[src/bit_logic_pkg.sv]
// Purpose: Shared types and constants for the bit logic stack evaluator
// Assumes: One clock, synchronous active-high reset
// Notes:   Opcode and area encodings are internal choices
package bit_logic_pkg;

   // Logic stack depth and widths
   localparam int STACK_DEPTH = 32;
   localparam int ADDR_W      = 12;
   localparam int PIN_COUNT   = 32;
   localparam int PIN_W       = 5;
   localparam int MAX_TERMS   = 31;
   localparam int TERM_W      = 5;

   // Top of stack index
   localparam int TOP_LEVEL   = 0;

   // Stack reset value
   localparam logic [STACK_DEPTH-1:0] STACK_RESET = 32'h0000_0000;

   // Bit operand areas
   typedef enum logic [3:0] {
      AREA_INPUT_IMAGE,
      AREA_OUTPUT_IMAGE,
      AREA_VARIABLE,
      AREA_FLAG,
      AREA_SPECIAL,
      AREA_TIMER,
      AREA_COUNTER,
      AREA_SEQUENCE,
      AREA_LOCAL
   } area_e;

   // Contact operations
   typedef enum logic [3:0] {
      OP_LOAD_BIT,
      OP_AND_BIT,
      OP_OR_BIT,
      OP_LOAD_INVERTED_BIT,
      OP_AND_INVERTED_BIT,
      OP_OR_INVERTED_BIT,
      OP_LOAD_PIN_NOW,
      OP_AND_PIN_NOW,
      OP_OR_PIN_NOW,
      OP_LOAD_INVERTED_PIN_NOW,
      OP_AND_INVERTED_PIN_NOW,
      OP_OR_INVERTED_PIN_NOW
   } contact_op_e;

   // Merge kind of a contact
   typedef enum logic [1:0] {
      MERGE_LOAD,
      MERGE_AND,
      MERGE_OR
   } merge_e;

   // One instruction from the program stream
   typedef struct packed {
      contact_op_e           op;
      area_e                 area;
      logic [ADDR_W-1:0]     addr;
   } instr_s;

   // Bit memory read request
   typedef struct packed {
      area_e                 area;
      logic [ADDR_W-1:0]     addr;
   } mem_req_s;

endpackage

[src/contact_decode.sv]
// Purpose: Splits a contact opcode into merge kind, inversion and source
// Assumes: Pure combinational, fed by the evaluator
// Notes:   Immediate forms select the pin path
`timescale 1ns/1ns
module contact_decode (
   // Opcode in
   input  bit_logic_pkg::contact_op_e op_in,
   // Decoded fields out
   output bit_logic_pkg::merge_e      merge_out,
   output logic                       invert_out,
   output logic                       pin_now_out
);
   import bit_logic_pkg::*;

   // Opcode to fields
   always_comb begin
      merge_out   = MERGE_LOAD;
      invert_out  = 1'b0;
      pin_now_out = 1'b0;
      case (op_in)
         OP_LOAD_BIT: begin
            merge_out = MERGE_LOAD;
         end
         OP_AND_BIT: begin
            merge_out = MERGE_AND;
         end
         OP_OR_BIT: begin
            merge_out = MERGE_OR;
         end
         OP_LOAD_INVERTED_BIT: begin
            merge_out  = MERGE_LOAD;
            invert_out = 1'b1;
         end
         OP_AND_INVERTED_BIT: begin
            merge_out  = MERGE_AND;
            invert_out = 1'b1;
         end
         OP_OR_INVERTED_BIT: begin
            merge_out  = MERGE_OR;
            invert_out = 1'b1;
         end
         OP_LOAD_PIN_NOW: begin
            merge_out   = MERGE_LOAD;
            pin_now_out = 1'b1;
         end
         OP_AND_PIN_NOW: begin
            merge_out   = MERGE_AND;
            pin_now_out = 1'b1;
         end
         OP_OR_PIN_NOW: begin
            merge_out   = MERGE_OR;
            pin_now_out = 1'b1;
         end
         OP_LOAD_INVERTED_PIN_NOW: begin
            merge_out   = MERGE_LOAD;
            invert_out  = 1'b1;
            pin_now_out = 1'b1;
         end
         OP_AND_INVERTED_PIN_NOW: begin
            merge_out   = MERGE_AND;
            invert_out  = 1'b1;
            pin_now_out = 1'b1;
         end
         OP_OR_INVERTED_PIN_NOW: begin
            merge_out   = MERGE_OR;
            invert_out  = 1'b1;
            pin_now_out = 1'b1;
         end
         default: begin
            merge_out = MERGE_LOAD;
         end
      endcase
   end

endmodule

[src/pin_sync.sv]
// Purpose: Two-flop synchroniser for the physical input pins
// Assumes: Pins are asynchronous to clk_in
// Notes:   First stage is read only by the second stage
`timescale 1ns/1ns
module pin_sync #(
   parameter int WIDTH = 32
) (
   // Clock and reset
   input  wire logic             clk_in,
   input  wire logic             rst_in,
   // Raw pins in, synchronised out
   input  wire logic [WIDTH-1:0] pins_in,
   output logic      [WIDTH-1:0] pins_out
);

   logic [WIDTH-1:0] meta_q;  // First stage

   // Two flip-flop chain
   always_ff @(posedge clk_in) begin
      if (rst_in) begin
         meta_q   <= '0;
         pins_out <= '0;
      end else begin
         meta_q   <= pins_in;
         pins_out <= meta_q;
      end
   end

endmodule

[src/bit_logic_stack_evaluator.sv]
// Purpose: Evaluates contact instructions against a one-bit logic stack
// Assumes: Bit memory answers reads combinationally in the same cycle
// Notes:   One instruction per cycle; pins pass a two-flop synchroniser
`timescale 1ns/1ns

// Operation
// - Bit tests read memory areas or images
// - Load replaces top; AND/OR merge with top
// - Negated forms invert the bit first
// - Normally-open closes when bit is one
// - Normally-closed closes when bit is zero
// - Power passes only if arriving and closed
// - Immediate forms read pins, image untouched
// - Immediate normally-open closes on pin one
// - Immediate normally-closed closes on pin zero
// - Immediate forms merge pin value with top
// - Negated immediate forms invert the pin
// - Gate evaluation accepts up to 31 terms
// - Stack holds 32 one-bit levels
// - Load pushes down, bottom level lost
module bit_logic_stack_evaluator #(
   parameter int DEPTH = bit_logic_pkg::STACK_DEPTH,
   parameter int PINS  = bit_logic_pkg::PIN_COUNT
) (
   // Clock and reset
   input  wire logic                         clk_in,
   input  wire logic                         rst_in,
   // Instruction stream
   input  wire logic                         instr_valid_in,
   input  wire bit_logic_pkg::instr_s        instr_in,
   input  wire logic                         gate_start_in,
   output logic                              instr_ready_out,
   // Bit memory read port
   output bit_logic_pkg::mem_req_s           mem_req_out,
   input  wire logic                         mem_bit_in,
   // Physical input pins
   input  wire logic [PINS-1:0]              pins_in,
   // Results
   output logic                              top_out,
   output logic [DEPTH-1:0]                  stack_out,
   output logic                              contact_closed_out,
   output logic                              done_out,
   output logic [bit_logic_pkg::TERM_W-1:0]  term_count_out,
   output logic                              term_error_out,
   output logic                              pin_error_out
);
   import bit_logic_pkg::*;

   // Decoded instruction fields
   merge_e            merge_w;       // Load, AND or OR
   logic              invert_w;      // Negated form
   logic              pin_now_w;     // Immediate form
   logic [PINS-1:0]   pins_sync_w;   // Synchronised pins
   logic              pin_legal_w;   // Immediate operand is a pin
   logic              raw_bit_w;     // Operand before inversion
   logic              contact_w;     // Closed state of the contact
   logic              fire_w;        // Instruction accepted
   logic [DEPTH-1:0]  stack_d;       // Next stack
   logic [DEPTH-1:0]  stack_q;       // Logic stack, index 0 on top
   logic [TERM_W-1:0] terms_q;       // Terms in current gate
   logic [TERM_W-1:0] terms_d;       // Next term count

   // Opcode decoder
   contact_decode u_decode (
      .op_in       (instr_in.op),
      .merge_out   (merge_w),
      .invert_out  (invert_w),
      .pin_now_out (pin_now_w)
   );

   // Pin synchroniser
   pin_sync #(
      .WIDTH (PINS)
   ) u_sync (
      .clk_in   (clk_in),
      .rst_in   (rst_in),
      .pins_in  (pins_in),
      .pins_out (pins_sync_w)
   );

   // Apply a contact to a current top value
   // Load simply takes the contact value
   function automatic logic merge_fn(input merge_e m, input logic top,
                                     input logic b);
      case (m)
         MERGE_AND: merge_fn = top & b;
         MERGE_OR:  merge_fn = top | b;
         default:   merge_fn = b;
      endcase
   endfunction

   // Always ready, one instruction per cycle
   assign instr_ready_out = 1'b1;
   assign fire_w          = instr_valid_in;

   // Memory read request follows the instruction
   assign mem_req_out.area = instr_in.area;
   assign mem_req_out.addr = instr_in.addr;

   // Immediate operand must address a real pin in the input image
   // Other areas and addresses past the pin count read as zero
   // and raise pin_error_out instead of aliasing onto a real pin
   assign pin_legal_w = (instr_in.area == AREA_INPUT_IMAGE) &&
                        (instr_in.addr < ADDR_W'(PINS));

   // Operand source select
   // Immediate forms bypass the memory port; no image is written
   // here, so the image keeps its value
   always_comb begin
      raw_bit_w = mem_bit_in;
      if (pin_now_w) begin
         raw_bit_w = pin_legal_w ?
            pins_sync_w[instr_in.addr[PIN_W-1:0]] : 1'b0;
      end
   end

   // Contact closed: open form on 1, closed form on 0
   assign contact_w = raw_bit_w ^
                      invert_w;

   // Next stack value
   // A load shifts every level down one; the bottom bit falls off
   // AND and OR change only the top level
   always_comb begin
      stack_d = stack_q;
      if (merge_w == MERGE_LOAD) begin
         stack_d = {stack_q[DEPTH-2:0], contact_w};
      end else begin
         stack_d[TOP_LEVEL] =
            merge_fn(merge_w, stack_q[TOP_LEVEL], contact_w);
      end
   end

   // Logic stack register
   // Holds its value while no instruction is accepted
   always_ff @(posedge clk_in) begin
      if (rst_in) begin
         stack_q <= STACK_RESET;
      end else if (fire_w) begin
         stack_q <= stack_d;
      end
   end

   // Gate term counter
   // Count saturates at the limit so a runaway gate cannot wrap
   // to a small value and hide the overflow
   always_comb begin
      terms_d = terms_q;
      if (gate_start_in || merge_w == MERGE_LOAD) begin
         terms_d = TERM_W'(1);
      end else if (terms_q != TERM_W'(MAX_TERMS)) begin
         terms_d = terms_q + TERM_W'(1);
      end
   end

   // Term count register
   always_ff @(posedge clk_in) begin
      if (rst_in) begin
         terms_q <= '0;
      end else if (fire_w) begin
         terms_q <= terms_d;
      end
   end

   // Status flags per instruction
   // Pulses last one cycle; the stack holds until the next fire
   always_ff @(posedge clk_in) begin
      if (rst_in) begin
         done_out           <= 1'b0;
         contact_closed_out <= 1'b0;
         term_error_out     <= 1'b0;
         pin_error_out      <= 1'b0;
      end else begin
         done_out           <= fire_w;
         contact_closed_out <= fire_w & contact_w;
         // More than 31 terms in one gate
         term_error_out     <= fire_w & ~gate_start_in &
                               (merge_w != MERGE_LOAD) &
                               (terms_q == TERM_W'(MAX_TERMS));
         pin_error_out      <= fire_w & pin_now_w & ~pin_legal_w;
      end
   end

   // Outputs from registers; power flow is the top level
   // top_out is the power flow handed to the next element
   assign top_out        = stack_q[TOP_LEVEL];
   assign stack_out      = stack_q;
   assign term_count_out = terms_q;

   // Checks
   // Each property looks one cycle after its trigger: an accepted instruction, reset or an idle cycle
   // Operand values are taken through $past so the check sees what
   // the contact really read, not what the bus shows a cycle later
   chk_load_push: assert property (
      @(posedge clk_in) disable iff (rst_in)
      fire_w && merge_w == MERGE_LOAD |=>
      stack_q[DEPTH-1:1] == $past(stack_q[DEPTH-2:0]))
      else $error("load did not push the stack");

   chk_load_top: assert property (
      @(posedge clk_in) disable iff (rst_in)
      fire_w && merge_w == MERGE_LOAD && !pin_now_w |=>
      top_out == ($past(mem_bit_in) ^ $past(invert_w)))
      else $error("load top wrong");

   chk_and_merge: assert property (
      @(posedge clk_in) disable iff (rst_in)
      fire_w && merge_w == MERGE_AND |=>
      top_out == ($past(stack_q[TOP_LEVEL]) & $past(contact_w)))
      else $error("AND merge wrong");

   chk_or_merge: assert property (
      @(posedge clk_in) disable iff (rst_in)
      fire_w && merge_w == MERGE_OR |=>
      top_out == ($past(stack_q[TOP_LEVEL]) | $past(contact_w)))
      else $error("OR merge wrong");

   chk_merge_keeps: assert property (
      @(posedge clk_in) disable iff (rst_in)
      fire_w && merge_w != MERGE_LOAD |=>
      stack_q[DEPTH-1:1] == $past(stack_q[DEPTH-1:1]))
      else $error("merge disturbed lower levels");

   chk_inv_closed: assert property (
      @(posedge clk_in) disable iff (rst_in)
      fire_w && invert_w && !pin_now_w && !mem_bit_in |=>
      contact_closed_out)
      else $error("inverted contact not closed on zero");

   chk_open_closed: assert property (
      @(posedge clk_in) disable iff (rst_in)
      fire_w && !invert_w && !pin_now_w |=>
      contact_closed_out == $past(mem_bit_in))
      else $error("open contact state wrong");

   chk_pin_now: assert property (
      @(posedge clk_in) disable iff (rst_in)
      fire_w && pin_now_w && pin_legal_w |=>
      contact_closed_out == ($past(pins_sync_w[instr_in.addr[PIN_W-1:0]])
                             ^ $past(invert_w)))
      else $error("immediate contact wrong");

   chk_pin_inv: assert property (
      @(posedge clk_in) disable iff (rst_in)
      fire_w && pin_now_w && invert_w && pin_legal_w &&
      !pins_sync_w[instr_in.addr[PIN_W-1:0]] |=> contact_closed_out)
      else $error("inverted pin contact not closed on zero");

   chk_pin_and: assert property (
      @(posedge clk_in) disable iff (rst_in)
      fire_w && pin_now_w && merge_w == MERGE_AND && pin_legal_w |=>
      top_out == ($past(stack_q[TOP_LEVEL]) &
                  ($past(pins_sync_w[instr_in.addr[PIN_W-1:0]]) ^
                   $past(invert_w))))
      else $error("immediate AND merge wrong");

   chk_pin_flag: assert property (
      @(posedge clk_in) disable iff (rst_in)
      fire_w && pin_now_w && !pin_legal_w |=>
      pin_error_out && contact_closed_out == $past(invert_w))
      else $error("non-pin operand not flagged");

   chk_reset_clear: assert property (
      @(posedge clk_in)
      rst_in |=> stack_q == STACK_RESET)
      else $error("stack not cleared by reset");

   chk_term_clamp: assert property (
      @(posedge clk_in) disable iff (rst_in)
      fire_w && !gate_start_in && merge_w != MERGE_LOAD &&
      terms_q == TERM_W'(MAX_TERMS) |=>
      terms_q == TERM_W'(MAX_TERMS) && term_error_out)
      else $error("term count did not clamp at limit");

   chk_term_restart: assert property (
      @(posedge clk_in) disable iff (rst_in)
      fire_w && (gate_start_in || merge_w == MERGE_LOAD) |=>
      terms_q == TERM_W'(1) && !term_error_out)
      else $error("new gate did not restart the count");

   chk_idle_hold: assert property (
      @(posedge clk_in) disable iff (rst_in)
      !fire_w |=> $stable(stack_q) && !done_out && !contact_closed_out)
      else $error("stack moved or pulsed without an instruction");

   chk_done_pulse: assert property (
      @(posedge clk_in) disable iff (rst_in)
      fire_w |=> done_out)
      else $error("done pulse missing");

   // Main scenarios the bench should reach
   cov_load:    cover property (@(posedge clk_in)
      fire_w && merge_w == MERGE_LOAD);
   cov_term_over: cover property (@(posedge clk_in)
      fire_w && merge_w != MERGE_LOAD && terms_q == TERM_W'(MAX_TERMS));
   cov_pin_now: cover property (@(posedge clk_in)
      fire_w && pin_now_w && invert_w);
   cov_and_or:  cover property (@(posedge clk_in)
      fire_w && merge_w == MERGE_AND ##1 fire_w && merge_w == MERGE_OR);
   cov_terms:   cover property (@(posedge clk_in)
      terms_q == TERM_W'(MAX_TERMS));

endmodule

[config.mk]
export PLATFORM = sky130hd
export DESIGN_NAME = bit_logic_stack_evaluator
export DESIGN_NICKNAME = d
export VERILOG_FILES = /design/src/bit_logic_pkg.sv /design/src/contact_decode.sv /design/src/pin_sync.sv /design/src/bit_logic_stack_evaluator.sv
export SDC_FILE = /design/constraint.sdc
export NUM_CORES = 1
export LEC_CHECK = 0
export ABC_CLOCK_PERIOD_IN_PS = 3400
export BUFFER_PORTS_ARGS = -buffer_cell sky130_fd_sc_hd__buf_4
export CAP_MARGIN = 15
export CORE_ASPECT_RATIO = 0.7
export CORE_MARGIN = 5
export CORE_UTILIZATION = 40
export DETAILED_ROUTE_END_ITERATION = 8
export PLACE_DENSITY_LB_ADDON = 0.05
export SYNTH_ARGS = -nofsm -noshare
export SYNTH_HDL_FRONTEND = slang
export SYNTH_SLANG_ARGS = --single-unit
[constraint.sdc]
create_clock -name clk_in -period 3.4 [get_ports clk_in]
set_input_delay 0.68 -clock clk_in [delete_from_list [all_inputs] [get_ports clk_in]]
set_output_delay 0.68 -clock clk_in [all_outputs]
set_load 0.03 [all_outputs]
Yosys cells after proc, flatten, opt, wreduce, memory -nomap -nowiden
Index checks and enable logic that the tools add are counted.
Widths: inputs -> output; s select.

operators by class
  bitwise gates (word level) = 11
  muxes and demuxes = 11
  $lt $le $gt $ge = 2
  reductions and logical operators = 12
  add/sub/neg operators = 1
  eq/ne operators = 15

operators by type and width
  kind                 number
  $eq 4x3->1 const B   4
  $eq 4x4->1 const B   4
  $lt 12x6->1 const B  1
  $reduce_or 6->1      2
  $mux 5               2
  $eq 4x2->1 const B   2
  $reduce_or 4->1      2
  $and 1x1->1          7
  $lt 5x6->1 const B   1
  $mux 1               6
  $add 5x1->5 const B  1
  $bmux 1 s5           1
  $eq 5x5->1 const B   1
  $ne 5x5->1 const B   1
  $eq 4x1->1 const B   1
  $logic_not 4->1      1
  $pmux 2 s2           1
  $reduce_and 2->1     2
  $reduce_bool 2->1    2
  $eq 2x1->1 const B   1
  $eq 2x2->1 const B   1
  $logic_not 2->1      1
  $not 1->1            2
  $pmux 1 s2           1
  4 further kinds      4

storage, ports and cells
  register bits after elaboration = 105
  bits of input ports = 57
  logic and storage cells = 61

Logic depth before layout (Yosys ltp)
  depth after elaboration = 8
  depth in mapped cells = 11
  depth with buffers taken out = 11

Modules after synthesis
Synthesis repeated with hierarchy kept, for this count alone.

unflattened totals
  cells, all modules = 399
  area total of the unflattened synthesis = 4,108.9 µm²

by module, submodules not included
  module                     area each (µm²)  cells an instance  times used  seq. area each (µm²)
  bit_logic_stack_evaluator  2,085.8          248                1           820.8
  pin_sync                   1,918.1          135                1           1,281.2
  contact_decode             105.1            16                 1           0.0

Worst setup path after synthesis
Ideal clock, no wire load.

  path kind = in2reg
  start = in instr_in[18] (netlist bit)
  end = reg stack_q[0], in the netlist stack_out[0]
  stages = 9
  arrival = 2,626 ps
  path slack = 641 ps
  buffers on the path = 1
  path through = clkbuf_1 > or4bb_1 > o21a_1 > ha_1 > or3b_2 > a22oi_1 > nor2_1 > a22oi_1 > a31oi_1

between the ends
  word-level cells in the longest chain between the ends = 8
  elaborated cells on any way between the ends = 27
  those cells by class = eq/ne (13); mux (6); bitwise (3); reduce/logical (5)

RTL lines
  item                                       line                                                              text
  start: declaration                         bit_logic_stack_evaluator.sv:30                                   input wire bit_logic_pkg::instr_s instr_in,
  $eq 4x3->1 or $eq 4x4->1 (tied branches)   contact_decode.sv:20                                              case (op_in)
  $reduce_or 6->1 (no line)                  -
  $mux 1                                     contact_decode.sv:20
  $mux 1                                     bit_logic_stack_evaluator.sv:111                                  if (pin_now_w) begin
  $xor 1x1->1                                bit_logic_stack_evaluator.sv:118                                  assign contact_w = raw_bit_w ^
  $or 1x1->1 or $and 1x1->1 (tied branches)  bit_logic_stack_evaluator.sv:87, bit_logic_stack_evaluator.sv:86
  $pmux 1 s2                                 bit_logic_stack_evaluator.sv:85                                   case (m)
  $mux 1 (*)                                 bit_logic_stack_evaluator.sv:126                                  if (merge_w == MERGE_LOAD) begin
  end signal: assignment                     bit_logic_stack_evaluator.sv:140                                  stack_q <= stack_d;
  end: declaration                           bit_logic_stack_evaluator.sv:59                                   logic [DEPTH-1:0] stack_q;

Mark *: on every way between the ends. The rest lies on a longest branch, timed or not.
A chain may end at the register's enable or synchronous reset.

Worst setup path after layout
  start = in instr_in[19] (netlist bit)
  end = reg stack_q[0], in the netlist stack_out[0]

Same word-level chain as after synthesis.

==> impl_metrics.yaml <==
grt:
  grt_pass1_wl_um: 12800
  antenna_found_initial: 0
  grt-ovfl-total: 0
  grt_pass1_vias: 2603
  grt_usage_pct: 13.5
  grt_max_degree: 50
synth:
  syn_inst: 402
  ys_warn_count: 0
  synth_flop_cell: "dfxtp_1"
  synth_common_cells: "dfxtp_1 (105), nand2_1 (76), nor2b_1 (64)"
  synth_nets: 464
  synth_top_area_share_pct: 54.1
  yosys.area.top_type: "dfxtp_1"
  synth.avg_cell_area_um2: 9.67
  async_flop_share_pct: 0
  synth.area.top_cells: "dfxtp_1 (54%), nor2b_1 (10%), nand2_1 (7.3%), a21oi_1 (4.6%), buf_4 (3.5%)"
  synth.distinct_cells: 48
  synth_edf_count: 0
  yosysMostFrequentCell: "dfxtp_1"
  ys_seq_elements: 105
  synth_area_um2: 3890
  ys_seq_area_share_pct: 54.1
timing:
  fmax_ghz: 0.394
  worstMarginPinSlew_ns: 0.502
  hold_violations: 0
  holdWs_ns: 0.436
  fin_crit_ns: 2.54
  worst_slack_ns: 0.861
  fin_worst_skew_ns: 0.00861
  relSlewSlack_pct: 66.5
  period_share_pct: 74.7
  setup_viol: 0
  rsz0062_at_grt: "false"
  setup_tns_ns: 0
  slew_violations: 0
clocking:
  path_clk_slew_ns: 0.07
  clock-root-buffer: "clkbuf_16"
  tritoncts.num_buffers: 9
  cts.htree.levels: 3
  cts_resized: 0
  hold_buffers: 0
  clock-sinks: 105
  postCtsSetupRepairBufs: 0
  clk_path_buf_depth: 2
  cts_tree: "yes"
  clk_latency_ns: 0.34
power_and_ir_drop:
  power_density_nw_per_um2: 504
  seqPwrFrac_pct: 50.9
  power.internal_mw: 1.89
  pwr-share-comb_pct: 10.1
  switching_share_pct: 24.6
  vdd.ir_drop.worst_mv: 0.233
  power_mw: 2.51
  pwr-share-clk_pct: 38.9
  power.switching_uw: 618
  power_leakage_nw: 2.09
die:
  die-area_um2: 11800
  io_pins: 116
  die_x_um: 128
  die-height_um: 92.5
  core-area_um2: 9570
  start_util_pct: 40.6
  rows: 30
detailed_routing:
  routedWlPerCell_um: 12.8
  viasPerCell: 4.62
  drtIter0Drc: 116
  drc_errors: 0
  antenna_left: 0
  firstDrtPassIters: 5
  wl_um: 7980
  num_vias: 2878
placed_design:
  hpwl_um: 5720
  gp_routability_congestion: 0.742
  place_inst: 607
  post_dp_cell_area_um2: 4690
  pre_cts_ws_ns: 0.506
  io_buffers: 114
setup_path:
  r2r_cells: 5
  crit_path_start_kind: "input port"
  required_ns: 3.61
  slowest_stage: "or4bb_1"
  path_class: "input port to flip-flop"
  critPathMaxStageDelay_ns: 0.49
  worstPathArrival_ns: 2.75
  r2r_slack_ns: 1.65
  crit_fanout: 8
  crit_chain: "buf_4 > or4bb_1 > o21a_1 > ha_1 > or3b_2 > a22oi_1 > nor2_1 > a22oi_1 > a31oi_1"
  r2r_start: "u_sync.pins_out[27]"
  worst_setup_path_end_kind: "flip-flop"
  timing.rr.end: "contact_closed_out"
  cp_common_cell: "a22oi_1"
finish:
  drive_gt1_share_pct: 29.3
  n_antenna_cell: 0
  nNetsFinal: 552
  area_growth_pct: 28.2
  utilization_pct: 52.0
  finalNonFillerCells: 623
  final_area_um2: 4980
min_path:
  hp-class: "flip-flop to flip-flop"
  whs_path_depth: 1
  hp-start: "u_sync.meta_q[20]"
  holdPathEnd: "u_sync.pins_out[20]"
run_status:
  status: "completed"
flow_run:
  max_cap_violations: 0
cell families after synthesis:
kind of cell               share of synthesized area, %
other                                            0.0965
and+or+nand+nor                                    23.2
adders and majority gates                          1.87
DFF                                                54.1
xor gates and xnor gates                          0.225
muxes                                              5.60
buffers and inverters                              6.60
AOI/OAI and AO/OA                                  8.31
critical path: cells and delay by family:
family / cells / cell delay [ns]
fa+ha+maj: 1 / 0.30
buf+inv: 1 / 0.14
compound gates: 4 / 0.63
simple gates: 3 / 1.00
how the worst max path moves through the flow:
stage               slack (ns)  cells after the start         start           end
floorplan                 0.64                      9  instr_in[18]  stack_out[0]
global placement          0.55                      9  instr_in[19]  stack_out[0]
detailed placement        0.51                      9  instr_in[19]  stack_out[0]
CTS                       0.87                      9  instr_in[19]  stack_out[0]
global route              0.77                      9  instr_in[19]  stack_out[0]
finish                    0.86                      9  instr_in[19]  stack_out[0]
layer usage:
| layer | GRT usage, % | wire length [um] |
|---|---|---|
| met1 | 18.3 | 3800 |
| met2 | 19.2 | 3400 |
| met3 | 5.99 | 706 |
| met4 | 4.51 | 71 |
| met5 | 0 | 0 |
area by class of cell:
type / instances / area, um^2
Timing Repair Buffer: 118 / 886
Multi-Input combinational cell: 251 / 1530
Tap cell: 128 / 160
Inverter: 5 / 18.8
Clock inverter: 7 / 61.3
Fill cell: 921 / 4590
Sequential cell: 105 / 2100
Clock buffer: 9 / 225
registers in the layout, summed over array words and instances, names as in the netlist:
register / flops
stack_out: 32
u_sync.meta_q: 32
u_sync.pins_out: 32
term_count_out: 5
contact_closed_out: 1
done_out: 1
pin_error_out: 1
term_error_out: 1
power groups by stage:
stage,registers (mW),clock network (mW),logic [mW]
after CTS,1.28,1.02,0.258
after floorplan,1.31,0,0.160
final,1.28,0.979,0.254
after global placement,1.31,0,0.255
after detailed placement,1.31,0,0.258
after global routing,1.28,1.07,0.279
placed cells by master (no fill, tap or decap), types with 2 or more instances in the layout:
cell,instances
nand3b_1,2
nor3b_1,3
a31oi_1,2
mux2i_1,3
ha_1,5
nor2b_1,64
clkinvlp_4,2
nand2b_1,2
dfxtp_1,105
buf_4,118
mux4_1,2
nor3_1,3
nor4_1,2
nand2_1,76
o21ai_0,3
and3_1,2
clkinv_4,2
nor2_1,11
mux4_2,4
o21a_1,2
a22oi_1,4
inv_1,5
clkbuf_16,9
a21oi_1,36
mux2_2,3
inv_6,2
Note: power is estimated with default switching activity, not from simulation.
